**config.mk**
```make
export PLATFORM = sky130hd
export DESIGN_NAME = deir_regs
export DESIGN_NICKNAME = d
export VERILOG_FILES = /design/src/deir_pkg.sv /design/src/deir_regs.sv /design/src/deir_arbiter.sv
export VERILOG_INCLUDE_DIRS = /design/src
export SDC_FILE = /design/constraint.sdc
export NUM_CORES = 1
export LEC_CHECK = 0
export BUFFER_PORTS_ARGS = -buffer_cell sky130_fd_sc_hd__buf_4
export CORE_UTILIZATION = 30
export CTS_BUF_LIST = sky130_fd_sc_hd__clkbuf_8
export DETAILED_ROUTE_END_ITERATION = 7
export PLACE_DENSITY = 0.53
export SLEW_MARGIN = 40
export SYNTH_ARGS = -nofsm -noshare
export SYNTH_HDL_FRONTEND = slang
export SYNTH_SLANG_ARGS = --single-unit
export TNS_END_PERCENT = 10
```
**constraint.sdc**
```tcl
create_clock -name mclk_i -period 3.48 [get_ports mclk_i]
set_clock_uncertainty 0.2 [all_clocks]
set_input_delay 0.696 -clock mclk_i [delete_from_list [all_inputs] [get_ports mclk_i]]
set_output_delay 0.696 -clock mclk_i [all_outputs]
set_load 0.05 [all_outputs]
```
**src/deir_defs.svh**
```systemverilog
// register offsets, reset values and field constants for the event/irq enable bank
// assumes a 32-bit axi4-lite slave with 12-bit byte addresses
`ifndef DEIR_DEFS_SVH
`define DEIR_DEFS_SVH
`define DEIR_OFS_EVT_MASK      12'h000
`define DEIR_OFS_EVT_CLR       12'h004
`define DEIR_OFS_EVT_SET       12'h008
`define DEIR_OFS_QSTAT         12'h00c
`define DEIR_OFS_QSTAT_CLR     12'h010
`define DEIR_OFS_IRQ_MASK      12'h014
`define DEIR_OFS_IRQ_SET       12'h018
`define DEIR_OFS_IRQ_CLR       12'h01c
`define DEIR_OFS_DONE_STAT     12'h020
`define DEIR_OFS_EVT_LATCH     12'h024
`define DEIR_OFS_NSTAT         12'h028
`define DEIR_OFS_NMASK         12'h02c
`define DEIR_RST_WORD          32'h0000_0000
`define DEIR_RESP_OKAY         2'b00
`define DEIR_RESP_SLVERR       2'b10
`define DEIR_NSTAT_W           2
`define DEIR_NBIT_DISPATCH     0
`define DEIR_NBIT_BLOCKED      1
`endif

```
**src/deir_pkg.sv**
```systemverilog
// types shared by the event/irq enable bank
// assumes deir_defs.svh is included by every user
package deir_pkg;
    typedef logic [31:0] deir_word_t;
    typedef enum logic [1:0] {
        DEIR_IDLE = 2'b00,
        DEIR_RESP = 2'b01
    } deir_bus_e;
endpackage

```
**src/deir_regs.sv**
```systemverilog
// event enable, queued status and completion irq enable bank with axi4-lite slave
// assumes events, kicks, chains and completions are single-cycle pulses on mclk_i, except ext_evt_i (pin)
//
// Decided for this implementation: the AXI4-Lite interface to the registers and the register offsets.
`include "deir_defs.svh"
module deir_regs #(
    parameter int CH = 32
) (
    input wire logic mclk_i,
    input wire logic rst_n_i,
    input wire logic [CH-1:0] ext_evt_i,
    input wire logic [CH-1:0] kick_i,
    input wire logic [CH-1:0] chain_i,
    input wire logic [CH-1:0] done_i,
    input wire logic [CH-1:0] done_irq_req_i,
    input wire logic [CH-1:0] hw_qclr_i,
    input wire logic [11:0] s_axi_awaddr,
    input wire logic s_axi_awvalid,
    output logic s_axi_awready,
    input wire logic [31:0] s_axi_wdata,
    input wire logic [3:0] s_axi_wstrb,
    input wire logic s_axi_wvalid,
    output logic s_axi_wready,
    output logic [1:0] s_axi_bresp,
    output logic s_axi_bvalid,
    input wire logic s_axi_bready,
    input wire logic [11:0] s_axi_araddr,
    input wire logic s_axi_arvalid,
    output logic s_axi_arready,
    output logic [31:0] s_axi_rdata,
    output logic [1:0] s_axi_rresp,
    output logic s_axi_rvalid,
    input wire logic s_axi_rready,
    output logic [CH-1:0] dispatch_o,
    output logic [CH-1:0] done_irq_o,
    output logic irq_o
);
    typedef struct packed {
        logic [CH-1:0] sync1;
        logic [CH-1:0] sync2;
        logic [CH-1:0] sync3;
        logic [CH-1:0] evt_latch;
        logic [CH-1:0] kick_latch;
        logic [CH-1:0] chain_latch;
        logic [CH-1:0] event_gate_mask;
        logic [CH-1:0] queued_status;
        logic [CH-1:0] completion_irq_mask;
        logic [CH-1:0] done_stat;
        logic [CH-1:0] dispatch;
        logic [CH-1:0] done_irq;
        logic [`DEIR_NSTAT_W-1:0] nstat;
        logic [`DEIR_NSTAT_W-1:0] nmask;
        logic irq;
        logic aw_got;
        logic [11:0] awaddr;
        logic w_got;
        logic [31:0] wdata;
        logic [3:0] wstrb;
        logic bvalid;
        logic [1:0] bresp;
        deir_pkg::deir_bus_e rstate;
        logic [31:0] rdata;
        logic [1:0] rresp;
    } deir_state_s;

    deir_state_s s_q, s_d;
    logic [CH-1:0] pend, grant, blocked;
    logic [31:0] wmask, wbits;
    logic wr_fire;

    deir_arbiter #(.CH(CH)) u_arb (
        .pend_i(pend),
        .queued_i(s_q.queued_status),
        .grant_o(grant),
        .blocked_o(blocked)
    );

    // external events count only when enabled; chained and manual ones bypass the mask
    assign pend = (s_q.evt_latch & s_q.event_gate_mask) | s_q.kick_latch | s_q.chain_latch;
    assign wr_fire = s_q.aw_got && s_q.w_got && !s_q.bvalid;
    assign wmask = {{8{s_q.wstrb[3]}}, {8{s_q.wstrb[2]}}, {8{s_q.wstrb[1]}}, {8{s_q.wstrb[0]}}};
    assign wbits = s_q.wdata & wmask;

    always_comb begin
        logic [CH-1:0] w1;
        w1 = wbits[CH-1:0];
        s_d = s_q;
        // pin events pass two flops before the edge detect
        s_d.sync1 = ext_evt_i;
        s_d.sync2 = s_q.sync1;
        s_d.sync3 = s_q.sync2;
        s_d.evt_latch = (s_q.evt_latch & ~grant) | (s_q.sync2 & ~s_q.sync3);
        s_d.kick_latch = (s_q.kick_latch & ~grant) | kick_i;
        s_d.chain_latch = (s_q.chain_latch & ~grant) | chain_i;
        s_d.dispatch = grant;
        s_d.done_stat = s_q.done_stat | done_i;
        s_d.done_irq = done_i & done_irq_req_i & s_q.completion_irq_mask;
        s_d.nstat = s_q.nstat | {(|blocked), (|grant)};
        // write channel capture, either order
        if (s_axi_awvalid && s_axi_awready) begin
            s_d.aw_got = 1'b1;
            s_d.awaddr = s_axi_awaddr;
        end
        if (s_axi_wvalid && s_axi_wready) begin
            s_d.w_got = 1'b1;
            s_d.wdata = s_axi_wdata;
            s_d.wstrb = s_axi_wstrb;
        end
        if (wr_fire) begin
            s_d.aw_got = 1'b0;
            s_d.w_got = 1'b0;
            s_d.bvalid = 1'b1;
            s_d.bresp = `DEIR_RESP_OKAY;
            case ({s_q.awaddr[11:2], 2'b00})
                // mask, queued-status and event-latch words are read-only; only set/clear ports and hardware move them
                `DEIR_OFS_EVT_MASK, `DEIR_OFS_QSTAT, `DEIR_OFS_IRQ_MASK, `DEIR_OFS_EVT_LATCH: begin
                    // writes to read-only words are dropped but still answered okay
                    s_d.bresp = `DEIR_RESP_OKAY;
                end
                `DEIR_OFS_EVT_CLR: s_d.event_gate_mask = s_q.event_gate_mask & ~w1;
                `DEIR_OFS_EVT_SET: s_d.event_gate_mask = s_q.event_gate_mask | w1;
                `DEIR_OFS_QSTAT_CLR: ;
                `DEIR_OFS_IRQ_SET: s_d.completion_irq_mask = s_q.completion_irq_mask | w1;
                `DEIR_OFS_IRQ_CLR: s_d.completion_irq_mask = s_q.completion_irq_mask & ~w1;
                `DEIR_OFS_DONE_STAT: s_d.done_stat = (s_q.done_stat & ~w1) | done_i;
                `DEIR_OFS_NSTAT: s_d.nstat = (s_q.nstat & ~w1[`DEIR_NSTAT_W-1:0]) | {(|blocked), (|grant)};
                `DEIR_OFS_NMASK: s_d.nmask = w1[`DEIR_NSTAT_W-1:0];
                default: s_d.bresp = `DEIR_RESP_SLVERR;
            endcase
        end
        // queued status: software clear and hardware clear, dispatch set wins
        begin
            logic [CH-1:0] qclr;
            qclr = hw_qclr_i;
            if (wr_fire && {s_q.awaddr[11:2], 2'b00} == `DEIR_OFS_QSTAT_CLR) begin
                qclr = qclr | w1;
            end
            s_d.queued_status = (s_q.queued_status & ~qclr) | grant;
        end
        if (s_q.bvalid && s_axi_bready) begin
            s_d.bvalid = 1'b0;
        end
        case (s_q.rstate)
            deir_pkg::DEIR_IDLE: begin
                if (s_axi_arvalid) begin
                    s_d.rstate = deir_pkg::DEIR_RESP;
                    s_d.rresp = `DEIR_RESP_OKAY;
                    s_d.rdata = `DEIR_RST_WORD;
                    case ({s_axi_araddr[11:2], 2'b00})
                        `DEIR_OFS_EVT_MASK: s_d.rdata[CH-1:0] = s_q.event_gate_mask;
                        `DEIR_OFS_QSTAT: s_d.rdata[CH-1:0] = s_q.queued_status;
                        `DEIR_OFS_IRQ_MASK: s_d.rdata[CH-1:0] = s_q.completion_irq_mask;
                        `DEIR_OFS_DONE_STAT: s_d.rdata[CH-1:0] = s_q.done_stat;
                        `DEIR_OFS_EVT_LATCH: s_d.rdata[CH-1:0] = s_q.evt_latch;
                        `DEIR_OFS_NSTAT: s_d.rdata[`DEIR_NSTAT_W-1:0] = s_q.nstat;
                        `DEIR_OFS_NMASK: s_d.rdata[`DEIR_NSTAT_W-1:0] = s_q.nmask;
                        // write-only ports read back zero
                        `DEIR_OFS_EVT_CLR, `DEIR_OFS_EVT_SET, `DEIR_OFS_QSTAT_CLR,
                        `DEIR_OFS_IRQ_SET, `DEIR_OFS_IRQ_CLR: s_d.rdata = `DEIR_RST_WORD;
                        default: s_d.rresp = `DEIR_RESP_SLVERR;
                    endcase
                end
            end
            deir_pkg::DEIR_RESP: begin
                if (s_axi_rready) begin
                    s_d.rstate = deir_pkg::DEIR_IDLE;
                end
            end
            default: s_d.rstate = deir_pkg::DEIR_IDLE;
        endcase
        s_d.irq = |(s_d.nstat & s_d.nmask);
    end

    always_ff @(posedge mclk_i) begin
        if (!rst_n_i) begin
            s_q <= '0;
        end else begin
            s_q <= s_d;
        end
    end

    assign s_axi_awready = !s_q.aw_got && !s_q.bvalid;
    assign s_axi_wready = !s_q.w_got && !s_q.bvalid;
    assign s_axi_bvalid = s_q.bvalid;
    assign s_axi_bresp = s_q.bresp;
    assign s_axi_arready = s_q.rstate == deir_pkg::DEIR_IDLE;
    assign s_axi_rvalid = s_q.rstate == deir_pkg::DEIR_RESP;
    assign s_axi_rdata = s_q.rdata;
    assign s_axi_rresp = s_q.rresp;
    assign dispatch_o = s_q.dispatch;
    assign done_irq_o = s_q.done_irq;
    assign irq_o = s_q.irq;

    a_clr_port_evt: assert property (@(posedge mclk_i) disable iff (!rst_n_i)
        wr_fire && {s_q.awaddr[11:2], 2'b00} == `DEIR_OFS_EVT_CLR |=> ((s_q.event_gate_mask & $past(w_one())) == '0))
        else $error("event mask bit survived clear");
    a_set_port_evt: assert property (@(posedge mclk_i) disable iff (!rst_n_i)
        wr_fire && {s_q.awaddr[11:2], 2'b00} == `DEIR_OFS_EVT_SET |=> ((s_q.event_gate_mask & $past(w_one())) == $past(w_one())))
        else $error("event mask bit not set");
    a_mask_stable: assert property (@(posedge mclk_i) disable iff (!rst_n_i)
        !(wr_fire && ({s_q.awaddr[11:2], 2'b00} inside {`DEIR_OFS_EVT_CLR, `DEIR_OFS_EVT_SET})) |=> $stable(s_q.event_gate_mask))
        else $error("event mask changed without port write");
    a_queue_set: assert property (@(posedge mclk_i) disable iff (!rst_n_i)
        |grant |=> ((s_q.queued_status & $past(grant)) == $past(grant)) && dispatch_o == $past(grant))
        else $error("dispatch did not queue channel");
    a_queue_block: assert property (@(posedge mclk_i) disable iff (!rst_n_i)
        (grant & s_q.queued_status) == '0)
        else $error("queued channel arbitrated again");
    a_qclr_port: assert property (@(posedge mclk_i) disable iff (!rst_n_i)
        wr_fire && {s_q.awaddr[11:2], 2'b00} == `DEIR_OFS_QSTAT_CLR && grant == '0 && hw_qclr_i == '0
        |=> (s_q.queued_status & $past(w_one())) == '0)
        else $error("queued bit not cleared");
    a_set_wins: assert property (@(posedge mclk_i) disable iff (!rst_n_i)
        |(grant & hw_qclr_i) |=> |(s_q.queued_status & $past(grant & hw_qclr_i)))
        else $error("clear beat dispatch set");
    a_irq_gate: assert property (@(posedge mclk_i) disable iff (!rst_n_i)
        ##1 done_irq_o == ($past(done_i) & $past(done_irq_req_i) & $past(s_q.completion_irq_mask)))
        else $error("completion irq not gated by mask");
    a_irq_mask_ro: assert property (@(posedge mclk_i) disable iff (!rst_n_i)
        !(wr_fire && ({s_q.awaddr[11:2], 2'b00} inside {`DEIR_OFS_IRQ_SET, `DEIR_OFS_IRQ_CLR})) |=> $stable(s_q.completion_irq_mask))
        else $error("irq mask changed without port write");

    function automatic logic [CH-1:0] w_one();
        return wbits[CH-1:0];
    endfunction
endmodule // deir_regs

```
**src/deir_arbiter.sv**
```systemverilog
// per-channel dispatch gating: picks the lowest pending channel not yet queued
// assumes all inputs are on mclk_i; one channel dispatched per cycle at most
`include "deir_defs.svh"
module deir_arbiter #(
    parameter int CH = 32
) (
    input wire logic [CH-1:0] pend_i,
    input wire logic [CH-1:0] queued_i,
    output logic [CH-1:0] grant_o,
    output logic [CH-1:0] blocked_o
);
    logic [CH-1:0] elig;
    logic [CH:0] seen;
    assign elig = pend_i & ~queued_i;
    assign blocked_o = pend_i & queued_i;
    assign seen[0] = 1'b0;
    genvar g;
    generate
        for (g = 0; g < CH; g++) begin : g_pick
            assign grant_o[g] = elig[g] & ~seen[g];
            assign seen[g+1] = seen[g] | elig[g];
        end
    endgenerate
endmodule // deir_arbiter

```
==> results of run 1 <==
metal layers:
metal	up-vias	track usage (%)	part of all wire (%)
met5	-	0	0.12
met4	12	7.90	2.9
met3	141	4.99	7.8
met2	750	34.7	47
met1	7951	26.9	42
li1	7848	-	-
cells in the mapped netlist, types with 24 or more instances:
master / count
and2_1: 92
buf_4: 100
a22oi_1: 37
a31oi_1: 71
o21ai_0: 169
and4_1: 36
dfxtp_1: 473
clkbuf_1: 104
or3_1: 39
nor3_1: 36
o22ai_1: 24
nor2_1: 164
nand2_1: 204
a222oi_1: 32
a211oi_1: 26
a21oi_1: 179
inv_1: 80
flip-flops by register name, indices dropped and copies added, names as in the netlist:
name / count
s_q: 309
s_d: 64
dispatch_o: 32
s_axi_rdata: 32
irq_o: 1
s_axi_rresp: 1
s_axi_bvalid: 1
done_irq_o: 32
s_axi_bresp: 1
area by class of cell:
| type | count | area, µm² | share of cell area, % |
|---|---|---|---|
| flip-flops and latches | 473 | 9470 | 40.4 |
| clock buffers | 110 | 1510 | 6.46 |
| inverters | 81 | 309 | 1.32 |
| clock inverters | 41 | 213 | 0.907 |
| well taps | 782 | 978 | 4.17 |
| diodes | 2 | 5.00 | 0.0214 |
| repair buffers | 454 | 3700 | 15.8 |
| multi-input cells | 1294 | 7250 | 30.9 |
through the flow:
stage / total power, mW / hold slack [ns] / util, % / worst slack [ns] / cells
global placement: 7.12 / 0.210 / 35.1 / 0.263 / 3032
finish: 12.4 / 0.0567 / 38.9 / 0.356 / 3237
detailed placement: 7.14 / 0.215 / 35.1 / 0.239 / 3033
global route: 12.9 / 0.0257 / 38.9 / 0.177 / 3235
floorplan: 6.55 / 0.204 / - / 0.691 / 2076
CTS: 12.5 / 0.000290 / 38.8 / 0.348 / 3234
cell families (layout without fill, tap and decap cells):
group	Yosys count	count (layout)	synth area share, %
AND/OR/NAND/NOR	690	690	19.4
AO/OA/AOI/OAI	599	599	19.7
flip-flops	473	473	51.9
buffers and inverters	309	686	8.67
multiplexers	2	2	0.185
other	1	4	0.0206
XOR/XNOR	1	1	0.0480
cells in the final DEF (no fill, tap or decap), types with 15 or more instances in the layout:
cell type | synthesis | routed
and4_1 | 36 | 36
nor2b_1 | 18 | 17
a211oi_1 | 26 | 26
nand2_1 | 204 | 203
a22oi_1 | 37 | 37
or3_1 | 39 | 39
dlygate4sd3_1 | 0 | 50
clkbuf_8 | 0 | 111
o21a_1 | 15 | 15
nor4_1 | 20 | 19
a31oi_1 | 71 | 71
nor2_1 | 164 | 163
o22ai_1 | 24 | 24
buf_4 | 100 | 391
a21oi_1 | 179 | 179
dfxtp_1 | 473 | 472
and2_1 | 92 | 91
nor3_1 | 36 | 36
inv_1 | 80 | 105
a222oi_1 | 32 | 32
o21ai_0 | 169 | 169
timing repair:
action | in CTS | in global routing
endpoints found under the hold margin | 50 | 0
hold buffers | 50 | 0
setup buffers | 0 | 0
resized for setup | 0 | 0
report_power, final:
group | switching, mW | total [mW] | internal [mW]
clock network | 2.37 | 5.27 | 2.90
registers | 0.150 | 5.80 | 5.65
logic | 0.764 | 1.28 | 0.517
worst register-to-register path, stage by stage, from the launching register on:
cell      delay, ns
dfxtp_1        0.34
a211o_1        0.37
a222oi_1       0.40
buf_4          0.21
and4_1         0.40
nand4_1        0.18
buf_4          0.27
nor4_2         0.45
o21ai_0        0.16
worst max path at each step:
stage	startpoint	endpoint	slack, ns
after floorplan	s_axi_araddr[9]	s_axi_rdata[10]	0.69
after global placement	s_axi_araddr[9]	s_axi_rdata[20]	0.26
after detailed placement	s_axi_araddr[9]	s_axi_rdata[22]	0.24
after CTS	s_q[350]	s_q[317]	0.35
after global routing	s_q[350]	s_q[317]	0.18
final	s_q[350]	s_q[317]	0.36
==> results.toml, run 1 <==
[die]
die_y_um = 249
rows = 90
pin_count = 365
initial_core_util_pct = 30.3
die_area_mm2 = 0.0618
die_w_um = 249
core_mm2 = 0.0602

[timing]
timing.fmax_mhz = 320
hold_violations = 0
drv_slew = 0
setup_viol = 0
maxSlewHeadroom_pct = 44.7
fin_crit_sh_pct = 89.8
final.min_clock_period_ns = 3.12
worstMarginPinSlew_ns = 0.827
final.setup.tns_ns = 0
grt_setup_unrepaired = "no"

[route]
drc = 0
wire_per_inst_um = 20.8
routed_wl_um = 67400
ant_nets = 0
drt_iter0_markers = 1336
num_vias = 16700
drt-pass1-iter-count = 8
vias_per_cell = 5.16

[synth]
yosys_register_bits = 473
synthTopCellsByArea = "dfxtp_1 52%, a21oi_1 4.9%, o21ai_0 4.6%, nand2_1 4.2%, buf_4 4.1%"
synth_cells = 2075
synth-edff-count = 0
synth-seq-area-share_pct = 51.9
synth_ff_type = "dfxtp_1"
synthArstFlopShare_pct = 0
synth_top_area_share_pct = 51.9
synth_warnings = 0
syn_area_mm2 = 0.0182
synth_cell_types = 63
yosysTopAreaCell = "dfxtp_1"
avgSynthCellArea_um2 = 8.79

[critical_path]
crit_buf_inv = 2
rrSetupSlack_ns = 0.36
crit_fanout = 20
reg2reg_to = "s_q[317]"
critPathRequiredTime_ns = 3.79
cp-end-kind = "register"
critical_path_class = "reg -> reg"
worstSetupStartpointType = "register"
cp_slowest_cell = "nor4_2"
reg2reg_from = "s_q[350]"
ff2ff_path_depth = 8
critical_path.max_stage_delay_ns = 0.44
crit_path_cell_trace = "a211o_1, a222oi_1, buf_4, and4_1, nand4_1, buf_4, nor4_2, o21ai_0"
path_delay_family = "simple AND/OR/NAND/NOR gates"
path_depth = 8
cp.arrival_ns = 3.44
cpMostUsedCell = "buf_4"

[pwr]
power_density_mw_per_mm2 = 527
peakVddDrop_v = 0.000256
power.leakage_nw = 9.47

[clocking]
cts_num_sinks = 473
cts_inserted_buffers = 85
insertion_delay_ns = 0.66
htreeDepth = 3
clkTransAtPathRegs_ns = 0.06
cts_tree = "done"
cts_buffer_depth = 3
root_buffer = "clkbuf_8"

[global_routing]
grt_first_pass_wirelength_um = 99200
grtUsageTotal_pct = 21.1
antenna_found_initial = 12
grt_max_degree = 182
gr-total-overflow = 0
grt_pass1_vias = 16200

[placement]
port_buffers = 358
placed_area_mm2 = 0.0212
place_hpwl_um = 48000
gp_congestion = 0.870

[hold_path]
min_to = "s_q[300]"
hp-class = "in -> reg"
min_from = "chain_i[14]"
min_path_cells = 3

[flow_run]
drv_cap = 0

[outcome]
status = "finished, final reports clean"

[finish]
fillCellCount = 6103
finalNetCount = 2648
fin_area_mm2 = 0.0234
area_growth_pct = 28.5
drive_above_1_share_pct = 23.0
(Power assumes the default switching activity.)
==> inputs of run 2 (changes only) <==
Settings changed: CORE_UTILIZATION 30 to 35, PLACE_DENSITY 0.53 to 0.59, TNS_END_PERCENT 10 to 30.
==> run 2 against run 1 <==
  * Sequential share of layout area up 0.81 points
  * Register-to-register slack improved by 0.13 ns
  * Utilization is 5.8 points higher
  * Largest cell class unchanged
==> results.toml, run 2 (synthesis gave the netlist of run 1 again) <==
[global_routing]
gr-total-overflow = 0
met2_usage_pct = 38.2
grtUsageMet3_pct = 5.08
use_met1_pct = 30.9
grt.busiest_layer = "met2"
grtUsageTotal_pct = 23.6
grt_pass1_vias = 15700
antenna_found_initial = 8
grt_max_degree = 116
grt_first_pass_wirelength_um = 95300

[timing]
maxSlewHeadroom_pct = 45.7
final.min_clock_period_ns = 2.99
hold_violations = 0
hold_slack_ns = 0.0523
setup_viol = 0
final.setup.tns_ns = 0
grt_setup_unrepaired = "no"
setup_ws_ns = 0.486
fin_crit_sh_pct = 86.0
drv_slew = 0
worstMarginPinSlew_ns = 0.807
timing.fmax_mhz = 334

[route]
num_vias = 16600
drc = 0
drt_iter0_markers = 1684
ant_nets = 0
vias_per_cell = 5.32
routed_wl_um = 64400
drt-pass1-iter-count = 6
wire_per_inst_um = 20.7

[placement]
placed_area_mm2 = 0.0210
port_buffers = 358
pre_cts_slack_ns = 0.219
gp_congestion = 0.863
place_hpwl_um = 44800

[hold_path]
hp-class = "in -> reg"

[critical_path]
cp-end-kind = "register"
cp.arrival_ns = 3.32
crit_fanout = 20
critPathRequiredTime_ns = 3.81
critical_path_class = "reg -> reg"
worstSetupStartpointType = "register"

[finish]
final_cell_mix = "472 x dfxtp_1, 391 x buf_4, 203 x nand2_1, 179 x a21oi_1, 169 x o21ai_0"
regMostFlops = "s_q"
finalNetCount = 2625
drive_above_1_share_pct = 22.7
largest_reg_flops = 309
final_common_cell = "dfxtp_1"
fin_util_pct = 44.7
fin_area_mm2 = 0.0230
area_growth_pct = 26.0

[clocking]
hold_buffers = 35
cts_tree = "done"
insertion_delay_ns = 0.67
cts_setup_buffers = 0
htreeDepth = 3
cts.repair.resized = 0
cts_num_sinks = 473
root_buffer = "clkbuf_8"
cts_inserted_buffers = 81
clkTransAtPathRegs_ns = 0.06
cts_buffer_depth = 3

[pwr]
peakVddDrop_v = 0.000224
power_density_mw_per_mm2 = 528
power.leakage_nw = 9.34

[outcome]
status = "finished, final reports clean"

[die]
rows = 83
die_w_um = 230
die_y_um = 230
pin_count = 365
core_mm2 = 0.0514
die_area_mm2 = 0.0530
initial_core_util_pct = 35.5

[flow_run]
drv_cap = 0
-- run 2: cell types whose count changed in the layout (fill, tap and decap cells not counted) --
| cell | delta |
|---|---|
| nor2_1 | -1 |
| clkbuf_8 | -9 |
| buf_16 | -2 |
| nor2_2 | +1 |
| diode_2 | +3 |
| inv_1 | +5 |
| nor4_2 | -1 |
| dlygate4sd3_1 | -15 |
| buf_12 | -2 |
| nor4_1 | +1 |
| bufinv_16 | +1 |
| inv_6 | -1 |
| clkinvlp_4 | -1 |
-- run 2: layout make-up --
| cell class | count | area, µm² |
|---|---|---|
| Clock buffer | 101 | 1390 |
| Timing Repair Buffer | 435 | 3460 |
| Inverter | 81 | 309 |
| Multi-Input combinational cell | 1294 | 7240 |
| Fill cell | 5043 | 28400 |
| Sequential cell | 473 | 9470 |
| Antenna cell | 5 | 12.5 |
| Clock inverter | 45 | 245 |
| Tap cell | 680 | 851 |
-- run 2: stage by stage --
| step | power [mW] | std cells |
|---|---|---|
| final | 12.1 | 3114 |
| after global routing | 12.6 | 3110 |
| after CTS | 12.2 | 3109 |
| after detailed placement | 7.12 | 2928 |
| after global placement | 7.10 | 2928 |
| after floorplan | 6.55 | 2076 |
-- run 2: worst paths after layout --
check / from / endpoint / slack [ns] / depth (start not counted)
max: s_q[350] / s_q[349] / 0.49 / 8
min: kick_i[22] / s_q[340] / 0.05 / 3
max reg2reg: s_q[350] / s_q[349] / 0.49 / 8
min reg2reg: s_d[445] / s_d[413] / 0.22 / 1
-- run 2: per-layer routing --
metal | up-vias | wire (µm)
met1 | 7826 | 27600
met5 | - | 48
met2 | 790 | 29600
met4 | 8 | 1720
met3 | 135 | 5400
li1 | 7809 | -
-- run 2: where the power goes --
part           internal, mW  switching (mW)
logic                 0.491           0.757
registers              5.65           0.144
clock network          2.76            2.32
total                  8.90            3.22
-- run 2: worst max-delay path, stage by stage, from the launching register on --
cell and delay, ns:
dfxtp_1 0.33, a211o_1 0.35, a222oi_1 0.36, buf_4 0.20, and4_1 0.40, nand4_1 0.16, buf_4 0.25, nor4_2 0.45
o21ai_0 0.16
==> inputs of run 3 (changes only) <==
Settings changed: BUFFER_PORTS_ARGS -buffer_cell sky130_fd_sc_hd__buf_4 to -buffer_cell sky130_fd_sc_hd__buf_2, SYNTH_HIERARCHICAL set to 1.
==> run 3 against run 2 <==
  * The run now ends with design-rule violations left
  * Design area fell by 3.3%
  * Synthesized area rose by 3.2%
  * Maximum frequency is essentially flat
  * Total power decreased by 3.1%
  * Final cell count rose by 0.42%
  * Count of clock-buffer cells in the layout fell by 2
  * Critical path type unchanged
  * Largest power group unchanged
==> results.toml, run 3 <==
[pwr]
peakVddDrop_v = 0.000323
p_int_mw = 8.59
seqPwrFrac_pct = 49.4
power_switching_mw = 3.16
fin_total_pwr_mw = 11.7
power_density_mw_per_mm2 = 529
p_sw_share_pct = 26.9
clkPwrFrac_pct = 40.7
power.leakage_nw = 9.26
p_comb_share_pct = 9.9

[timing]
fin_crit_sh_pct = 86.1
maxSlewHeadroom_pct = 47.6
setup_viol = 0
drv_slew = 0
hold_violations = 0
timing.fmax_mhz = 334
worstMarginPinSlew_ns = 0.786
final.min_clock_period_ns = 3.00
grt_setup_unrepaired = "no"
final.setup.tns_ns = 0

[route]
drt-pass1-iter-count = 8
ant_nets = 0
num_vias = 16700
wire_per_inst_um = 20.4
vias_per_cell = 5.33
drt_iter0_markers = 1449
routed_wl_um = 63800
drc = 20

[clocking]
cts_num_sinks = 473
cts_setup_buffers = 0
cts.repair.resized = 0
htreeDepth = 3
cts_inserted_buffers = 81
insertion_delay_ns = 0.66
cts_buffer_depth = 3
root_buffer = "clkbuf_8"
clkTransAtPathRegs_ns = 0.06
cts_tree = "done"

[critical_path]
worstSetupStartpointType = "register"
cp.arrival_ns = 3.30
cp-end-kind = "register"
critical_path_class = "reg -> reg"
crit_fanout = 13
critPathRequiredTime_ns = 3.79

[die]
die_y_um = 234
initial_core_util_pct = 35.6
die_area_mm2 = 0.0547
die_w_um = 234
rows = 84
pin_count = 365
core_mm2 = 0.0529

[outcome]
violations = "design-rule violations"
status = "complete, but fails checks"

[synth]
synth_warnings = 6
synth-edff-count = 0
synthArstFlopShare_pct = 0
yosys_register_bits = 473
synth-seq-area-share_pct = 50.3
yosysTopAreaCell = "dfxtp_1"
synth_cells = 2128
synthTopCellsByArea = "dfxtp_1 50%, a21oi_1 6.2%, buf_4 4.1%, nor2_1 4.0%, and2_1 3.9%"
synth_top_area_share_pct = 50.3
synth_ff_type = "dfxtp_1"
synth_most_common_cell = "dfxtp_1"
syn_area_mm2 = 0.0188
avgSynthCellArea_um2 = 8.85
post_synth_most_frequent_cells = "473 x dfxtp_1, 233 x a21oi_1, 203 x nor2_1, 147 x nand2_1, 146 x inv_1"
synth_cell_types = 63

[finish]
fillCellCount = 5279
final_common_cell = "dfxtp_1"
fin_util_pct = 42.0
regMostFlops = "s_q"
final_cell_mix = "472 x dfxtp_1, 357 x buf_2, 233 x a21oi_1, 202 x nor2_1, 172 x inv_1"
finalNetCount = 2645
largest_reg_flops = 309
drive_above_1_share_pct = 22.9
area_growth_pct = 18.0

[flow_run]
drv_cap = 0

[global_routing]
gr-total-overflow = 0
grt_pass1_vias = 15800
grt_max_degree = 174
grtUsageTotal_pct = 22.7
antenna_found_initial = 2
grt_first_pass_wirelength_um = 93500

[hold_path]
hp-class = "in -> reg"

[placement]
place_hpwl_um = 43900
port_buffers = 358
gp_congestion = 0.837
==> run 3: changes by cell type in the layout (fill, tap and decap cells not counted), moves of 32 or more <==
cell,change
o21ai_0,-42
a21oi_1,+54
a311o_1,+32
nor2_1,+40
buf_2,+357
a31oi_1,-36
buf_4,-359
inv_1,+62
nand2_1,-57
a222oi_1,-32
==> run 3: cells by family after synthesis <==
kind of cell	share of synthesized area, %
AND/OR/NAND/NOR	18.7
AO/OA/AOI/OAI	20.9
flip-flops	50.3
buffers and inverters	9.86
multiplexers	0.213
XOR/XNOR	0.0465
other	0.0199
==> run 3: power by group through the flow <==
stage,Combinational [mW],Sequential (mW),Clock (mW)
floorplan,0.725,5.85,0
global placement,1.14,5.90,0
detailed placement,1.16,5.91,0
CTS,1.17,5.79,4.86
global route,1.26,5.82,5.15
finish,1.16,5.80,4.78
==> run 3: per-stage QoR <==
step | instances | hold WS, ns | worst slack, ns | area, µm²
after floorplan | 2129 | 0.212 | 0.955 | 18800
after global routing | 3127 | 0.0274 | 0.218 | 22200
after CTS | 3125 | 0.00216 | 0.377 | 22200
after global placement | 2985 | 0.217 | 0.438 | 20600
final | 3127 | 0.0556 | 0.484 | 22200
after detailed placement | 2985 | 0.219 | 0.401 | 20600
==> run 3: worst max-delay path, stage by stage, from the launching register on <==
cell and delay, ns:
dfxtp_1 0.36, a211o_1 0.16, nor2b_4 0.26, and4b_2 0.37, nand2_4 0.21, nor4b_1 0.12, buf_4 0.16, nor4_1 0.32
nand4_1 0.20, a211oi_1 0.34, o32ai_1 0.14
==> run 3: what timing repair did <==
action / 4_1_cts / 5_1_grt
hold buffers: 6 / 0
hold endpoints to repair: 6 / 0
setup endpoints to repair: 0 / 0
==> run 3: final timing paths <==
path,from,slack [ns],to,cells past startpoint
worst max-delay path,s_q[350],0.48,irq_o,10
worst min-delay path,chain_i[28],0.06,s_q[314],3
worst max register to register,s_q[350],0.48,irq_o,10
worst min register to register,s_d[423],0.22,s_d[391],1
==> run 3: area by class of cell <==
type,count,area (µm²),area share (%)
inverter,146,561,2.52
antenna,2,5.00,0.0225
timing repair buffer,403,2250,10.1
multi-input combinational,1281,7570,34.0
clock inverter,35,149,0.670
tap,688,861,3.87
sequential,473,9470,42.6
clock buffer,99,1360,6.13
==> run 3: per-layer routing <==
metal  share of wire (%)  up-vias  wire, µm  global-route usage (%)
met5                   0        -         0                       0
li1                    -     7823         -                       -
met4                 3.1        0      2010                    9.66
met2                  48      658     30300                    37.4
met1                  43     8052     27100                    28.8
met3                 6.8      136      4340                    4.54
